--- src/cbsrl_defines.svh ---
// constants of the bus strobe, ready and lock block
`ifndef CBSRL_DEFINES_SVH
`define CBSRL_DEFINES_SVH

// ====================================================================
// strap sampling
`define CBSRL_STRAP_WAIT      2'h3
`define CBSRL_STRAP_CNT_W     2

// ====================================================================
// pin levels
`define CBSRL_PIN_HIGH        1'h1
`define CBSRL_PIN_LOW         1'h0
`define CBSRL_QS_STRAP_LEVEL  1'h0

// ====================================================================
// reset values of the sync stages
`define CBSRL_SYNC_RST        1'h0

`endif

--- src/cbsrl_pkg.sv ---
// types shared by the bus strobe, ready and lock block
package cbsrl_pkg;

  // ==================================================================
  // bus cycle kinds asked for by the sequencer
  typedef enum logic [1:0] {
    CBSRL_KIND_READ  = 2'h0,
    CBSRL_KIND_WRITE = 2'h1,
    CBSRL_KIND_FETCH = 2'h2,
    CBSRL_KIND_IDLE  = 2'h3
  } cbsrl_kind_t;

  // ==================================================================
  // clock states of one bus cycle
  typedef enum logic [2:0] {
    CBSRL_TI = 3'h0,
    CBSRL_T1 = 3'h1,
    CBSRL_T2 = 3'h2,
    CBSRL_T3 = 3'h3,
    CBSRL_TW = 3'h4,
    CBSRL_T4 = 3'h5
  } cbsrl_state_t;

  // ==================================================================
  // request from the sequencer
  typedef struct packed {
    logic        valid;
    cbsrl_kind_t kind;
  } cbsrl_req_t;

  // ==================================================================
  // status back to the sequencer
  typedef struct packed {
    cbsrl_state_t t_state;
    logic         waiting;
    logic         locked;
    logic         qs_mode;
    logic         strap_done;
  } cbsrl_stat_t;

endpackage : cbsrl_pkg

--- src/cbsrl_sync2.sv ---
// two flip-flop synchroniser for pin levels
`timescale 1ns/1ps
`include "cbsrl_defines.svh"

module cbsrl_sync2 #(
  parameter int WIDTH = 1
) (
  input  wire logic             clk,
  input  wire logic             rst_n,
  input  wire logic [WIDTH-1:0] d,
  output logic      [WIDTH-1:0] q
);

  logic [WIDTH-1:0] meta_reg;
  logic [WIDTH-1:0] q_reg;

  if (WIDTH < 1) begin : g_chk
    $error("cbsrl_sync2: WIDTH must be at least 1");
  end

  // ==================================================================
  // first stage feeds only the second
  always_ff @(posedge clk or negedge rst_n) begin
    if (!rst_n) begin
      meta_reg <= {WIDTH{`CBSRL_SYNC_RST}};
      q_reg    <= {WIDTH{`CBSRL_SYNC_RST}};
    end else begin
      meta_reg <= d;
      q_reg    <= meta_reg;
    end
  end

  assign q = q_reg;

endmodule : cbsrl_sync2

--- src/cbsrl_pin_drv.sv ---
// output pin that drives high in reset and for one clock after release, then floats unless drive_req is set
`timescale 1ns/1ps
`include "cbsrl_defines.svh"

module cbsrl_pin_drv (
  input  wire logic clk,
  input  wire logic rst_n,
  input  wire logic drive_req,
  input  wire logic drive_val,
  output logic      pin_out,
  output logic      pin_oe
);

  logic rst_drive_reg;
  logic rst_drive_next;

  // ==================================================================
  // high while reset holds, one clock beyond release, then let go
  always_comb begin
    rst_drive_next = 1'b0;
  end

  always_ff @(posedge clk or negedge rst_n) begin
    if (!rst_n) begin
      rst_drive_reg <= 1'b1;
    end else begin
      rst_drive_reg <= rst_drive_next;
    end
  end

  assign pin_oe  = rst_drive_reg | drive_req;
  assign pin_out = rst_drive_reg ? `CBSRL_PIN_HIGH : drive_val;

endmodule : cbsrl_pin_drv

--- src/cbsrl_top.sv ---
// bus cycle strobe, ready and lock control of the local bus
`timescale 1ns/1ps
`include "cbsrl_defines.svh"

// How it works
// - read strobe low in T2, T3, waits
// - strobe falls only after address floats
// - float strobe in hold; reset drive once
// - weak pull-up keeps undriven strobe high
// - strobe pin strap selects queue status
// - queue mode: latch/store pins carry code
// - async ready rising edge synchronised first
// - cycle ends only on a ready input
// - ready held high means no waits
// - sync ready used directly, no resolution
// - others keep off bus while locked
// - lock asserts at first data cycle
// - lock holds until instruction completes
// - no prefetch cycles while locked
// - lock driven high in reset, then floats
module cbsrl_top
  import cbsrl_pkg::*;
(
  input  wire logic        clk,
  input  wire logic        rstn,
  input  wire cbsrl_req_t  cyc_req,
  output logic             cyc_req_ready,
  output logic             cyc_done,
  output cbsrl_stat_t      stat,
  input  wire logic        hold_float,
  input  wire logic        lock_prefix,
  input  wire logic        instr_done,
  input  wire logic [1:0]  queue_code,
  input  wire logic        async_ready_in,
  input  wire logic        sync_ready_in,
  output logic             addr_oe,
  input  wire logic        read_strobe_n_in,
  output logic             read_strobe_n_out,
  output logic             read_strobe_n_oe,
  output logic             read_strobe_pullup_en,
  output logic             address_latch_strobe,
  output logic             store_strobe_n,
  output logic             lock_n_out,
  output logic             lock_n_oe
);

  // ==================================================================
  // reset release
  logic rst_meta_reg;
  logic rst_n_reg;

  always_ff @(posedge clk or negedge rstn) begin
    if (!rstn) begin
      rst_meta_reg <= 1'b0;
      rst_n_reg    <= 1'b0;
    end else begin
      rst_meta_reg <= 1'b1;
      rst_n_reg    <= rst_meta_reg;
    end
  end

  // ==================================================================
  // pin synchronisers
  logic async_ready_sync;
  logic strap_sync;

  // both edges pass the stages; the far side keeps the fall clean
  cbsrl_sync2 #(.WIDTH(1)) u_ready_sync (
    .clk   (clk),
    .rst_n (rst_n_reg),
    .d     (async_ready_in),
    .q     (async_ready_sync)
  );

  cbsrl_sync2 #(.WIDTH(1)) u_strap_sync (
    .clk   (clk),
    .rst_n (rst_n_reg),
    .d     (read_strobe_n_in),
    .q     (strap_sync)
  );

  // ==================================================================
  // strap capture after the strobe pin has floated
  logic [`CBSRL_STRAP_CNT_W-1:0] strap_cnt_reg;
  logic [`CBSRL_STRAP_CNT_W-1:0] strap_cnt_next;
  logic                          strap_done_reg;
  logic                          strap_done_next;
  logic                          qs_mode_reg;
  logic                          qs_mode_next;

  always_comb begin
    strap_cnt_next  = strap_cnt_reg;
    strap_done_next = strap_done_reg;
    qs_mode_next    = qs_mode_reg;
    if (!strap_done_reg) begin
      if (strap_cnt_reg == `CBSRL_STRAP_WAIT) begin
        strap_done_next = 1'b1;
        qs_mode_next    = (strap_sync == `CBSRL_QS_STRAP_LEVEL);
      end else begin
        strap_cnt_next = strap_cnt_reg + {{(`CBSRL_STRAP_CNT_W-1){1'b0}}, 1'b1};
      end
    end
  end

  always_ff @(posedge clk or negedge rst_n_reg) begin
    if (!rst_n_reg) begin
      strap_cnt_reg  <= '0;
      strap_done_reg <= 1'b0;
      qs_mode_reg    <= 1'b0;
    end else begin
      strap_cnt_reg  <= strap_cnt_next;
      strap_done_reg <= strap_done_next;
      qs_mode_reg    <= qs_mode_next;
    end
  end

  // ==================================================================
  // lock tracking
  logic lock_pend_reg;
  logic lock_pend_next;
  logic lock_act_reg;
  logic lock_act_next;
  logic start_cyc;
  logic data_kind;

  assign data_kind = (cyc_req.kind == CBSRL_KIND_READ) ||
                     (cyc_req.kind == CBSRL_KIND_WRITE);

  always_comb begin
    lock_pend_next = lock_pend_reg;
    lock_act_next  = lock_act_reg;
    if (lock_act_reg && instr_done) begin
      lock_act_next = 1'b0;
    end
    if (lock_pend_reg && start_cyc && data_kind) begin
      lock_pend_next = 1'b0;
      lock_act_next  = 1'b1;
    end
    if (lock_prefix) begin
      lock_pend_next = 1'b1;
    end
  end

  always_ff @(posedge clk or negedge rst_n_reg) begin
    if (!rst_n_reg) begin
      lock_pend_reg <= 1'b0;
      lock_act_reg  <= 1'b0;
    end else begin
      lock_pend_reg <= lock_pend_next;
      lock_act_reg  <= lock_act_next;
    end
  end

  // ==================================================================
  // clock state sequencer
  cbsrl_state_t state_reg;
  cbsrl_state_t state_next;
  cbsrl_kind_t  kind_reg;
  cbsrl_kind_t  kind_next;
  logic         ready_ok;
  logic         fetch_blocked;

  // sync ready skips the two flip-flop synchroniser of the async path
  assign ready_ok      = async_ready_sync | sync_ready_in;
  assign fetch_blocked = lock_act_reg && (cyc_req.kind == CBSRL_KIND_FETCH);

  // a new cycle is taken only from idle or at the end of T4
  assign cyc_req_ready = strap_done_reg && !hold_float && !fetch_blocked &&
                         ((state_reg == CBSRL_TI) || (state_reg == CBSRL_T4));
  assign start_cyc     = cyc_req_ready && cyc_req.valid &&
                         (cyc_req.kind != CBSRL_KIND_IDLE);

  always_comb begin
    state_next = state_reg;
    kind_next  = kind_reg;
    unique case (state_reg)
      CBSRL_TI, CBSRL_T4: begin
        if (start_cyc) begin
          state_next = CBSRL_T1;
          kind_next  = cyc_req.kind;
        end else begin
          state_next = CBSRL_TI;
        end
      end
      CBSRL_T1: begin
        state_next = CBSRL_T2;
      end
      CBSRL_T2: begin
        state_next = CBSRL_T3;
      end
      CBSRL_T3, CBSRL_TW: begin
        // readiness looked at once per clock; held high gives no waits
        state_next = ready_ok ? CBSRL_T4 : CBSRL_TW;
      end
      default: begin
        state_next = CBSRL_TI;
      end
    endcase
  end

  always_ff @(posedge clk or negedge rst_n_reg) begin
    if (!rst_n_reg) begin
      state_reg <= CBSRL_TI;
      kind_reg  <= CBSRL_KIND_IDLE;
    end else begin
      state_reg <= state_next;
      kind_reg  <= kind_next;
    end
  end

  assign cyc_done = (state_reg == CBSRL_T4);

  // ==================================================================
  // address drivers and strobes
  logic addr_oe_reg;
  logic addr_oe_next;
  logic rd_low_reg;
  logic rd_low_next;
  logic ale_reg;
  logic ale_next;
  logic wr_low_reg;
  logic wr_low_next;
  logic in_data_phase;

  assign in_data_phase = (state_next == CBSRL_T2) || (state_next == CBSRL_T3) ||
                         (state_next == CBSRL_TW);

  always_comb begin
    // address floats from T2 of a read onward
    addr_oe_next = (state_next == CBSRL_T1) ||
                   (in_data_phase && (kind_next == CBSRL_KIND_WRITE));
    // queue mode: the queue code goes out through the strobe flops
    ale_next     = qs_mode_reg ? queue_code[0] : (state_next == CBSRL_T1);
    wr_low_next  = qs_mode_reg ? !queue_code[1] :
                   (in_data_phase && (kind_next == CBSRL_KIND_WRITE));
  end

  always_ff @(posedge clk or negedge rst_n_reg) begin
    if (!rst_n_reg) begin
      addr_oe_reg <= 1'b0;
      ale_reg     <= 1'b0;
      wr_low_reg  <= 1'b0;
    end else begin
      addr_oe_reg <= addr_oe_next;
      ale_reg     <= ale_next;
      wr_low_reg  <= wr_low_next;
    end
  end

  // falls half a clock into T2, after the address has let go
  always_comb begin
    rd_low_next = !addr_oe_reg && (kind_reg != CBSRL_KIND_WRITE) &&
                  (kind_reg != CBSRL_KIND_IDLE) &&
                  ((state_reg == CBSRL_T2) || (state_reg == CBSRL_T3) ||
                   (state_reg == CBSRL_TW));
  end

  always_ff @(negedge clk or negedge rst_n_reg) begin
    if (!rst_n_reg) begin
      rd_low_reg <= 1'b0;
    end else begin
      rd_low_reg <= rd_low_next;
    end
  end

  assign addr_oe = addr_oe_reg;

  // queue mode reuses the latch and store pins for the queue code
  assign address_latch_strobe = ale_reg;
  assign store_strobe_n       = !wr_low_reg;

  // ==================================================================
  // three-state pins
  logic rd_drive;

  // strap pin is never driven in queue mode; floats for another master
  assign rd_drive = strap_done_reg && !qs_mode_reg && !hold_float;

  cbsrl_pin_drv u_read_pin (
    .clk       (clk),
    .rst_n     (rst_n_reg),
    .drive_req (rd_drive),
    .drive_val (!rd_low_reg),
    .pin_out   (read_strobe_n_out),
    .pin_oe    (read_strobe_n_oe)
  );

  assign read_strobe_pullup_en = !read_strobe_n_oe;

  // low lock tells other masters to stay off the bus
  cbsrl_pin_drv u_lock_pin (
    .clk       (clk),
    .rst_n     (rst_n_reg),
    .drive_req (lock_act_reg),
    .drive_val (!lock_act_reg),
    .pin_out   (lock_n_out),
    .pin_oe    (lock_n_oe)
  );

  // ==================================================================
  // status
  assign stat = '{t_state:    state_reg,
                  waiting:    (state_reg == CBSRL_TW),
                  locked:     lock_act_reg,
                  qs_mode:    qs_mode_reg,
                  strap_done: strap_done_reg};

endmodule : cbsrl_top

--- config.mk ---
export PLATFORM = sky130hd
export DESIGN_NAME = cbsrl_top
export DESIGN_NICKNAME = d
export VERILOG_FILES = /design/src/cbsrl_pkg.sv /design/src/cbsrl_sync2.sv /design/src/cbsrl_pin_drv.sv /design/src/cbsrl_top.sv
export VERILOG_INCLUDE_DIRS = /design/src /design/src/src
export SDC_FILE = /design/constraint.sdc
export NUM_CORES = 1
export LEC_CHECK = 0
export BUFFER_PORTS_ARGS = -buffer_cell sky130_fd_sc_hd__buf_4
export CAP_MARGIN = 20
export CORE_ASPECT_RATIO = 0.8
export CORE_MARGIN = 4
export CORE_UTILIZATION = 50
export CTS_CLUSTER_DIAMETER = 50
export DETAILED_ROUTE_END_ITERATION = 7
export HOLD_SLACK_MARGIN = 0.15
export PLACE_DENSITY = 0.82
export SYNTH_ARGS = -nofsm -noshare
export SYNTH_HDL_FRONTEND = slang
export SYNTH_HIERARCHICAL = 1
export SYNTH_SLANG_ARGS = --single-unit
--- constraint.sdc ---
create_clock -name clk -period 1.35 [get_ports clk]
set_clock_uncertainty 0.05 [all_clocks]
set_input_delay 0 -clock clk [delete_from_list [all_inputs] [get_ports clk]]
set_output_delay 0 -clock clk [all_outputs]
set_load 0.005 [all_outputs]
==> impl_metrics.py, run 1 <==
metrics = {
    "routing": {
        "postRouteWirelength_um": 2810,
        "drc": 0,
        "per_cell_via_count_in_the_routed_design": 5.04,
        "drtAntennaViolNets": 0,
        "detailedRoute.firstIterationViolations": 19,
        "dr.pass1.iters": 4,
        "post_drt_wl_per_cell_um": 16.4,
        "routed-via-count": 862,
    },
    "grt": {
        "grt_pass1_wl_um": 4100,
        "grt_pass1_vias": 842,
        "grtUsageTotal": 0.206,
        "grt_busiest_layer": "met2",
        "met2_global_route_usage": 0.367,
        "grt_remaining_overflow": 0,
        "grt_antenna_before_repair": 0,
        "met1_usage": 0.236,
        "global_route.usage.met3": 0.0782,
        "grt_max_degree": 21,
    },
    "power_and_ir_drop": {
        "cellLeakagePower_uw": 0.000789,
        "vdd.ir_drop.worst_uv": 1300,
        "power_density_over_cell_area_nw_per_um2": 1640,
    },
    "run_status": {
        "failed_checks": "setup timing",
        "outcome": "complete, but fails checks",
    },
    "critical_path": {
        "critPathLaunchType": "flip-flop",
        "worst_path_max_fanout": 1,
        "path_class": "reg -> out",
        "critical-path-slowest-cell": "sky130_fd_sc_hd__dfrtn_1",
        "worstPathArrival_ns": 1.74,
        "cells_along_the_critical_path": "inv_1 -> or2_1 -> buf_4",
        "timing.critical_path.slowest_cell_delay_ns": 0.40,
        "critPathCaptureType": "primary output",
        "crit_required_ns": 1.30,
    },
    "cts": {
        "cts_made_buffers": 3,
        "clock_path_buffers": 2,
        "clk_pin_slew_worst_paths_ns": 0.12,
        "cts_tree": "yes",
        "clk_latency_ns": 0.31,
        "ctsHtreeMaxLevel": 1,
        "cts_root_buffer_type": "sky130_fd_sc_hd__clkbuf_4",
        "clock-sinks": 23,
    },
    "cells_and_area": {
        "instances_no_fill": 171,
        "final.fill_count": 96,
        "finalNetCount": 162,
        "post_route_cells_drive_above_1_share": 0.531,
        "insertedDiodeCount": 0,
        "storage_element_area_um2": 581,
        "layout-area-overhead-vs-synth_pct": 65.4,
        "largest_register_ffs": 3,
        "multiInputGateArea_um2": 404,
    },
    "timing": {
        "grt_setup_unrepaired": "true",
        "final.setup.worst_slack_ns": -0.443,
        "hold_fails_final_rpt": 0,
        "accumulated_negative_setup_slack_ns": -2.70,
        "slew_violations": 0,
        "setup_viol": 15,
    },
    "logic_synthesis": {
        "synthesis.instances": 82,
        "yosys_warnings": 6,
        "mean_cell_area_of_the_mapped_netlist_um2": 12.2,
        "synth_enable_flop_cells": 0,
        "ys_types": 32,
        "synth.yosys.seq_area_share": 0.581,
        "async_flop_share": 1.00,
        "synth-main-ff-cell": "sky130_fd_sc_hd__dfrtp_1",
        "synthesis.nets": 96,
        "synth-seq-cells": 23,
        "netlist_area_um2": 998,
    },
    "run": {
        "maxCapViolCount": 0,
    },
    "floorplanning": {
        "fp.dieArea_um2": 2780,
        "chipWidth_um": 58.0,
        "core_um2": 1890,
        "floorplan.initialDensity": 0.528,
        "std_cell_rows": 14,
        "die_height_um": 48.0,
        "ios": 30,
    },
    "placement": {
        "place_hpwl_um": 1580,
        "portBuffers": 29,
        "dp_cells": 142,
        "routabilityCongestion": 0.829,
    },
    "min_path": {
        "worst_hold_path_type": "reg -> async",
    },
}
per-layer routing:
metal	vias to the layer above	routed length [um]
li1	396	-
met1	429	1080
met2	29	1480
met3	8	182
met4	0	67
met5	-	0
metrics by stage:
stage          worst slack [ns]  instance area, um2  hold slack (ns)  total power [uW]   util
2_1_floorplan            -0.298                1000           -0.346              1440      -
3_3_place_gp             -0.182                1300           -0.267              1790  0.686
3_5_place_dp             -0.207                1300           -0.264              1840  0.686
4_1_cts                  -0.449                1570            0.244              2390  0.827
5_1_grt                  -0.501                1650            0.277              2850  0.873
6_report                 -0.443                1650            0.239              2710  0.873
report_power, final:
part           internal, uW  total, uW  switching (uW)
Combinational           838       1450             616
Sequential              842        944             103
Clock                   111        315             205
Total                  1790       2710             923
placed cells by master (no fill, tap or decap):
cell type                       count
sky130_fd_sc_hd__a211oi_2           1
sky130_fd_sc_hd__a21o_1             2
sky130_fd_sc_hd__a22oi_2            1
sky130_fd_sc_hd__buf_4             41
sky130_fd_sc_hd__buf_6             12
sky130_fd_sc_hd__clkbuf_4           3
sky130_fd_sc_hd__clkinv_2           1
sky130_fd_sc_hd__conb_1             3
sky130_fd_sc_hd__dfrtn_1            1
sky130_fd_sc_hd__dfrtp_1           18
sky130_fd_sc_hd__dfstp_2            4
sky130_fd_sc_hd__dlygate4sd3_1     13
sky130_fd_sc_hd__ha_1               1
sky130_fd_sc_hd__inv_1              8
sky130_fd_sc_hd__inv_4              1
sky130_fd_sc_hd__mux2_2             1
sky130_fd_sc_hd__mux2_4             2
sky130_fd_sc_hd__nand2_1            2
sky130_fd_sc_hd__nand2_2            1
sky130_fd_sc_hd__nand2b_1           2
sky130_fd_sc_hd__nand4_4            1
sky130_fd_sc_hd__nand4b_1           1
sky130_fd_sc_hd__nor2_1             2
sky130_fd_sc_hd__nor2_2             2
sky130_fd_sc_hd__nor3b_2            1
sky130_fd_sc_hd__nor3b_4            2
sky130_fd_sc_hd__o211a_1            1
sky130_fd_sc_hd__o211ai_1           2
sky130_fd_sc_hd__o21ai_0            3
sky130_fd_sc_hd__o21ai_2            2
sky130_fd_sc_hd__o21ba_4            1
sky130_fd_sc_hd__o22ai_1            1
sky130_fd_sc_hd__o31ai_1            2
sky130_fd_sc_hd__or2_1              4
sky130_fd_sc_hd__or2b_1             1
sky130_fd_sc_hd__xnor2_1            1
sky130_fd_sc_hd__xnor2_4            1
sky130_fd_sc_hd__xor2_1             1
timing repair:
item / CTS / global route
hold endpoints to repair: 12 / 0
pin swaps: 9 / 12
setup endpoints to repair: 12 / 17
setup buffers: 7 / 10
hold buffers: 13 / 0
resized for setup: 15 / 16
cells by family (layout without fill, tap and decap cells):
family	after synthesis	count (layout)	share of synthesized area
AOI/OAI and AO/OA	16	16	0.112
adders and majority gates	1	1	0.0125
DFF	23	23	0.581
and+or+nand+nor	19	19	0.135
buffers and inverters	14	79	0.0727
xor gates and xnor gates	3	3	0.0338
muxes	3	3	0.0414
other	3	3	0.0113
area by class of cell:
cell class	instances	area share
flip-flops and latches	23	0.352
repair buffers	66	0.347
multi-input cells	45	0.245
inverters	9	0.0220
well taps	24	0.0182
clock buffers	3	0.0136
clock inverters	1	0.00303
path summary, 6_finish.rpt:
| kind | endpoint | from | cells past startpoint | slack (ns) |
|---|---|---|---|---|
| worst min register to register | qs_mode_reg | rst_n_reg | 1 | 0.24 |
| min in group clk | u_ready_sync/meta_reg | async_ready_in | 2 | 0.29 |
| worst max register to register | rd_low_reg | state_reg[2] | 2 | -0.37 |
| worst min-delay path | qs_mode_reg | rst_n_reg | 1 | 0.24 |
| max in group asynchronous | rd_low_reg | rst_n_reg | 0 | 0.53 |
| worst max-delay path | read_strobe_n_out | rd_low_reg | 3 | -0.44 |
cells in the mapped netlist (3+ instances only):
master	number	share of area
sky130_fd_sc_hd__buf_4	3	0.023
sky130_fd_sc_hd__conb_1	3	0.011
sky130_fd_sc_hd__dfrtp_1	18	0.45
sky130_fd_sc_hd__dfstp_2	4	0.11
sky130_fd_sc_hd__inv_1	9	0.034
sky130_fd_sc_hd__nand2_1	3	0.011
sky130_fd_sc_hd__nor2_1	4	0.015
sky130_fd_sc_hd__o21ai_0	5	0.025
sky130_fd_sc_hd__or2_1	4	0.025
critical path, delay by kind of cell (launching register included):
| family | cells | cell delay [ns] |
|---|---|---|
| AND/OR/NAND/NOR | 1 | 0.20 |
| flip-flops | 1 | 0.40 |
| buffers and inverters | 2 | 0.16 |
Power figures use the tool's default switching activity.
==> inputs of run 2 (changes only) <==
--- a/config.mk
+++ b/config.mk
@@ -13,6 +13,7 @@
 export CORE_UTILIZATION = 50
 export CTS_CLUSTER_DIAMETER = 50
 export DETAILED_ROUTE_END_ITERATION = 7
+export GPL_TIMING_DRIVEN = 0
 export HOLD_SLACK_MARGIN = 0.15
 export PLACE_DENSITY = 0.82
 export SYNTH_ARGS = -nofsm -noshare
==> constraint.sdc (replaced) <==
create_clock -name clk -period 1.35 [get_ports clk]
set_clock_uncertainty 0.05 [all_clocks]
set_input_delay 0.135 -clock clk [delete_from_list [all_inputs] [get_ports clk]]
set_output_delay 0.135 -clock clk [all_outputs]
set_load 0.005 [all_outputs]
==> run 2 against run 1 <==
Net effect:
- the flow still finishes with violations (setup timing)
- worst hold slack worse by 0.11 ns
- clock-buffer cell count stayed put
- die area stayed put
- wire length is 15% lower
- sequential share of layout area is 1.4 points higher
- combinational power is 14% lower
- first-iteration DRC count is 79% lower
- setup slack worse by 0.13 ns
- register-to-register slack hardly changed
- sequential power is 2.8% higher
- largest cell class unchanged
- largest power group unchanged
==> impl_metrics.py, run 2 (synthesis gave the netlist of run 1 again) <==
metrics = {
    "cells_and_area": {
        "largest_register_ffs": 3,
        "commonest_non_fill_non_tap_cells_in_the_layout": "sky130_fd_sc_hd__buf_4 (35), sky130_fd_sc_hd__dfrtp_1 (16), sky130_fd_sc_hd__buf_6 (12), sky130_fd_sc_hd__dlygate4sd3_1 (12), sky130_fd_sc_hd__inv_1 (6)",
        "post_route_cells_drive_above_1_share": 0.529,
        "multiInputGateArea_um2": 395,
        "postLayoutCoreUtil": 0.843,
        "finalNetCount": 155,
        "insertedDiodeCount": 0,
        "mostFrequentLayoutCell": "sky130_fd_sc_hd__buf_4",
        "layout-area-overhead-vs-synth_pct": 59.8,
        "final.fill_count": 106,
        "instances_no_fill": 164,
        "storage_element_area_um2": 583,
    },
    "critical_path": {
        "critPathLaunchType": "flip-flop",
        "worstPathArrival_ns": 1.74,
        "timing.critical_path.slowest_cell_delay_ns": 0.40,
        "path_class": "reg -> out",
        "crit_required_ns": 1.16,
        "worst_path_max_fanout": 1,
        "cells_along_the_critical_path": "inv_1 -> or2_1 -> buf_4",
        "critPathCaptureType": "primary output",
        "critical-path-slowest-cell": "sky130_fd_sc_hd__dfrtn_1",
    },
    "power_and_ir_drop": {
        "cellLeakagePower_uw": 0.000746,
        "power_density_over_cell_area_nw_per_um2": 1590,
        "vdd.ir_drop.worst_uv": 1210,
    },
    "cts": {
        "clk_pin_slew_worst_paths_ns": 0.12,
        "cts_hold_repair.buffers": 12,
        "clock_path_buffers": 2,
        "clock-sinks": 23,
        "clk_latency_ns": 0.32,
        "cts_root_buffer_type": "sky130_fd_sc_hd__clkbuf_4",
        "cts_made_buffers": 3,
        "cts_tree": "yes",
        "ctsHtreeMaxLevel": 1,
    },
    "floorplanning": {
        "chipWidth_um": 58.0,
        "fp.dieArea_um2": 2780,
        "floorplan.initialDensity": 0.528,
        "std_cell_rows": 14,
        "ios": 30,
        "die_height_um": 48.0,
        "core_um2": 1890,
    },
    "placement": {
        "routabilityCongestion": 0.750,
        "place_hpwl_um": 1320,
        "dp_cells": 135,
        "portBuffers": 29,
    },
    "grt": {
        "grt_antenna_before_repair": 0,
        "grt_remaining_overflow": 0,
        "grtUsageTotal": 0.177,
        "grt_pass1_wl_um": 3450,
        "grt_pass1_vias": 774,
        "grt_max_degree": 22,
    },
    "timing": {
        "slew_violations": 0,
        "setup_viol": 12,
        "hold-worst-slack_ns": 0.128,
        "grt_setup_unrepaired": "true",
        "hold_fails_final_rpt": 0,
        "final.setup.worst_slack_ns": -0.573,
    },
    "routing": {
        "detailedRoute.firstIterationViolations": 4,
        "post_drt_wl_per_cell_um": 14.5,
        "dr.pass1.iters": 2,
        "per_cell_via_count_in_the_routed_design": 4.90,
        "drtAntennaViolNets": 0,
        "drc": 0,
        "postRouteWirelength_um": 2380,
        "routed-via-count": 803,
    },
    "run": {
        "maxCapViolCount": 0,
    },
    "run_status": {
        "outcome": "complete, but fails checks",
        "failed_checks": "setup timing",
    },
    "min_path": {
        "worst_hold_path_type": "in -> reg",
    },
}
==> run 2: changes by cell type in the layout (fill, tap and decap cells not counted), sizes merged <==
| cell | before | now |
|---|---|---|
| dlygate4sd3 | 13 | 12 |
| buf | 53 | 47 |
| clkinv | 1 | 0 |
| clkinvlp | 0 | 1 |
==> run 2: cell type report <==
class,instances,share of cell area
multi-input cells,45,0.248
clock buffers,3,0.0141
clock inverters,1,0.00471
repair buffers,54,0.296
plain buffers,5,0.0282
inverters,9,0.0243
flip-flops and latches,23,0.365
well taps,24,0.0188
==> run 2: timing repair <==
action / in CTS / in global routing
resized for setup: 13 / 19
buffers inserted: 9 / 7
pin swaps: 3 / 8
gates cloned: 0 / 0
endpoints found under the setup margin: 10 / 19
hold endpoints to repair: 11 / 1
==> run 2: path summary, 6_finish.rpt <==
kind                              start                   end  slack (ns)  depth (start not counted)
max in group asynchronous     rst_n_reg            rd_low_reg        0.17                          0
max reg2reg                state_reg[2]            rd_low_reg       -0.38                          2
min in group asynchronous     rst_n_reg        u_ready_sync/q        0.17                          0
max                          rd_low_reg     read_strobe_n_out       -0.57                          3
min reg2reg                   rst_n_reg        u_ready_sync/q        0.17                          0
min                          hold_float  address_latch_strobe        0.13                          4
==> run 2: through the flow <==
| stage | cell area [um2] | TNS [ns] | setup WS (ns) | power (uW) |
|---|---|---|---|---|
| global placement | 1250 | -0.795 | -0.323 | 1710 |
| detailed placement | 1250 | -0.862 | -0.335 | 1730 |
| floorplan | 1000 | -0.403 | -0.298 | 1440 |
| CTS | 1510 | -1.75 | -0.587 | 2290 |
| finish | 1600 | -2.24 | -0.573 | 2540 |
| global route | 1600 | -3.09 | -0.633 | 2690 |
==> run 2: where the power goes <==
group          internal (uW)  switching [uW]  total (uW)
Sequential               843             127         970
Clock                    113             208         322
Combinational            763             488        1250
==> run 2: routing by layer <==
metal  part of all wire  wire [um]  track usage
met1               0.35        836        0.187
met2               0.56       1330        0.336
met3              0.057        135       0.0566
met4              0.033         79       0.0741
met5                  0          0            0
==> run 2: worst max-delay path, delay by kind of cell, from the launching register on <==
kind          cells  cell delay, ns
buf+inv           2            0.16
flops             1            0.40
simple gates      1            0.20
==> inputs of run 3 (changes only) <==
--- a/config.mk
+++ b/config.mk
@@ -10,12 +10,13 @@
 export CAP_MARGIN = 20
 export CORE_ASPECT_RATIO = 0.8
 export CORE_MARGIN = 4
-export CORE_UTILIZATION = 50
+export CORE_UTILIZATION = 44
 export CTS_CLUSTER_DIAMETER = 50
 export DETAILED_ROUTE_END_ITERATION = 7
+export GPL_ROUTABILITY_DRIVEN = 1
 export GPL_TIMING_DRIVEN = 0
 export HOLD_SLACK_MARGIN = 0.15
-export PLACE_DENSITY = 0.82
+export PLACE_DENSITY = 0.77
 export SYNTH_ARGS = -nofsm -noshare
 export SYNTH_HDL_FRONTEND = slang
 export SYNTH_HIERARCHICAL = 1
==> constraint.sdc (replaced) <==
create_clock -name clk -period 1.7 [get_ports clk]
set_clock_uncertainty 0.05 [all_clocks]
set_input_delay 0.17 -clock clk [delete_from_list [all_inputs] [get_ports clk]]
set_output_delay 0.17 -clock clk [all_outputs]
set_load 0.005 [all_outputs]
==> run 3 against run 2 <==
Net effect:
- the flow still finishes with violations (setup timing)
- final cell count down 4.9%
- critical endpoint unchanged
- first-iteration DRC count up 130%
- sequential power down 21%
- highest routed layer unchanged
- sequential share of layout area up 3.6 points
==> impl_metrics.py, run 3 (synthesis gave the netlist of run 1 again) <==
metrics = {
    "critical_path": {
        "timing.critical_path.buf_inv": 2,
        "critical_path_depth": 3,
        "reg2reg_setup_slack_ns": -0.16,
        "timing.rr.end": "rd_low_reg",
        "r2r_cells": 4,
        "critPathLaunchType": "flip-flop",
        "critical-path-slowest-cell": "sky130_fd_sc_hd__dfrtn_1",
        "worst_path_max_fanout": 1,
        "worstPathArrival_ns": 1.91,
        "crit_required_ns": 1.48,
        "worst_path_dominant_cell_family": "flip-flops",
        "cells_along_the_critical_path": "inv_1 -> or2_1 -> buf_6",
        "path_class": "reg -> out",
        "timing.critical_path.slowest_cell_delay_ns": 0.40,
        "critical_path.reg2reg.startpoint": "state_reg[0]",
        "critPathCaptureType": "primary output",
    },
    "floorplanning": {
        "chipWidth_um": 61.3,
        "floorplan.initialDensity": 0.463,
        "core_um2": 2160,
        "die_height_um": 50.6,
        "ios": 30,
        "std_cell_rows": 15,
        "fp.dieArea_um2": 3100,
    },
    "grt": {
        "grt_max_degree": 22,
        "grt_pass1_wl_um": 3330,
        "grt_antenna_before_repair": 0,
        "grt_pass1_vias": 791,
        "grt_remaining_overflow": 0,
        "grtUsageTotal": 0.151,
    },
    "power_and_ir_drop": {
        "internal-power_uw": 1180,
        "vdd.ir_drop.worst_uv": 804,
        "power.net_switching_uw": 539,
        "power.clock.fraction": 0.148,
        "combPwrFrac": 0.408,
        "cellLeakagePower_uw": 0.000687,
        "power.switching_fraction": 0.313,
        "p_seq_frac": 0.444,
        "power_density_over_cell_area_nw_per_um2": 1190,
    },
    "cts": {
        "clock-sinks": 23,
        "clk_pin_slew_worst_paths_ns": 0.13,
        "cts_made_buffers": 3,
        "ctsHtreeMaxLevel": 1,
        "cts_root_buffer_type": "sky130_fd_sc_hd__clkbuf_4",
        "clk_latency_ns": 0.31,
        "clock_path_buffers": 2,
        "cts_tree": "yes",
    },
    "timing": {
        "slew_violations": 0,
        "hold-worst-slack_ns": 0.176,
        "hold_fails_final_rpt": 0,
        "grt_setup_unrepaired": "true",
        "setup_viol": 3,
        "final.setup.worst_slack_ns": -0.426,
    },
    "cells_and_area": {
        "largest_register_ffs": 3,
        "layout-area-overhead-vs-synth_pct": 45.1,
        "finalNetCount": 146,
        "instances_no_fill": 156,
        "insertedDiodeCount": 0,
        "commonest_non_fill_non_tap_cells_in_the_layout": "sky130_fd_sc_hd__buf_4 (35), sky130_fd_sc_hd__dfrtp_1 (17), sky130_fd_sc_hd__dlygate4sd3_1 (12)",
        "mostFrequentLayoutCell": "sky130_fd_sc_hd__buf_4",
        "post_route_cells_drive_above_1_share": 0.435,
    },
    "routing": {
        "drc": 0,
        "dr.pass1.iters": 4,
        "drtAntennaViolNets": 0,
        "post_drt_wl_per_cell_um": 12.5,
        "detailedRoute.firstIterationViolations": 9,
        "per_cell_via_count_in_the_routed_design": 4.72,
        "postRouteWirelength_um": 1950,
        "routed-via-count": 737,
    },
    "placement": {
        "portBuffers": 29,
        "dp_cells": 136,
        "place_hpwl_um": 1340,
        "routabilityCongestion": 0.656,
    },
    "min_path": {
        "worst_hold_path_type": "reg -> async",
    },
    "run_status": {
        "outcome": "complete, but fails checks",
        "failed_checks": "setup timing",
    },
    "run": {
        "maxCapViolCount": 0,
    },
}
run 3: layout make-up:
type / instances / area, um2
buffer: 4 / 33.8
clock buffer: 3 / 22.5
clock inverter: 1 / 7.51
fill: 163 / 709
inverter: 9 / 33.8
multi-input combinational: 45 / 355
sequential: 23 / 582
tap: 25 / 31.3
timing repair buffer: 46 / 383
run 3: layer usage:
| layer | up-vias | part of all wire | global-route usage | wire length, um |
|---|---|---|---|---|
| li1 | 365 | - | - | - |
| met1 | 338 | 0.38 | 0.160 | 733 |
| met2 | 26 | 0.51 | 0.261 | 1000 |
| met4 | 0 | 0.041 | 0.0686 | 79 |
| met5 | - | 0 | 0 | 0 |
| met3 | 8 | 0.069 | 0.0514 | 135 |
run 3: worst max-delay path by stage:
stage / startpoint / end / slack (ns)
5_1_grt: rd_low_reg / read_strobe_n_out / -0.50
3_3_place_gp: state_reg[1] / rd_low_reg / -0.15
2_1_floorplan: state_reg[1] / rd_low_reg / -0.12
4_1_cts: rd_low_reg / read_strobe_n_out / -0.44
3_5_place_dp: state_reg[1] / rd_low_reg / -0.23
6_report: rd_low_reg / read_strobe_n_out / -0.43
run 3: what timing repair did:
item,in CTS,in global routing
endpoints found under the setup margin,3,3
hold buffers,12,0
gates resized for setup,2,4
endpoints found under the hold margin,12,0
setup buffers,3,2
pin swaps,1,2
run 3: power groups by stage:
stage | logic [uW] | registers (uW) | clock network [uW]
4_1_cts | 692 | 753 | 273
2_1_floorplan | 399 | 747 | 0
5_1_grt | 767 | 788 | 299
3_3_place_gp | 602 | 753 | 0
3_5_place_dp | 609 | 759 | 0
6_report | 703 | 765 | 255
run 3: stage by stage:
| stage | util | total power (uW) | TNS, ns | worst slack, ns | cell area, um2 |
|---|---|---|---|---|---|
| 2_1_floorplan | - | 1150 | -0.123 | -0.123 | 1000 |
| 3_3_place_gp | 0.581 | 1360 | -0.248 | -0.154 | 1250 |
| 3_5_place_dp | 0.581 | 1370 | -0.368 | -0.230 | 1250 |
| 4_1_cts | 0.664 | 1720 | -0.714 | -0.442 | 1430 |
| 5_1_grt | 0.671 | 1850 | -0.811 | -0.495 | 1450 |
| 6_report | 0.671 | 1720 | -0.614 | -0.426 | 1450 |
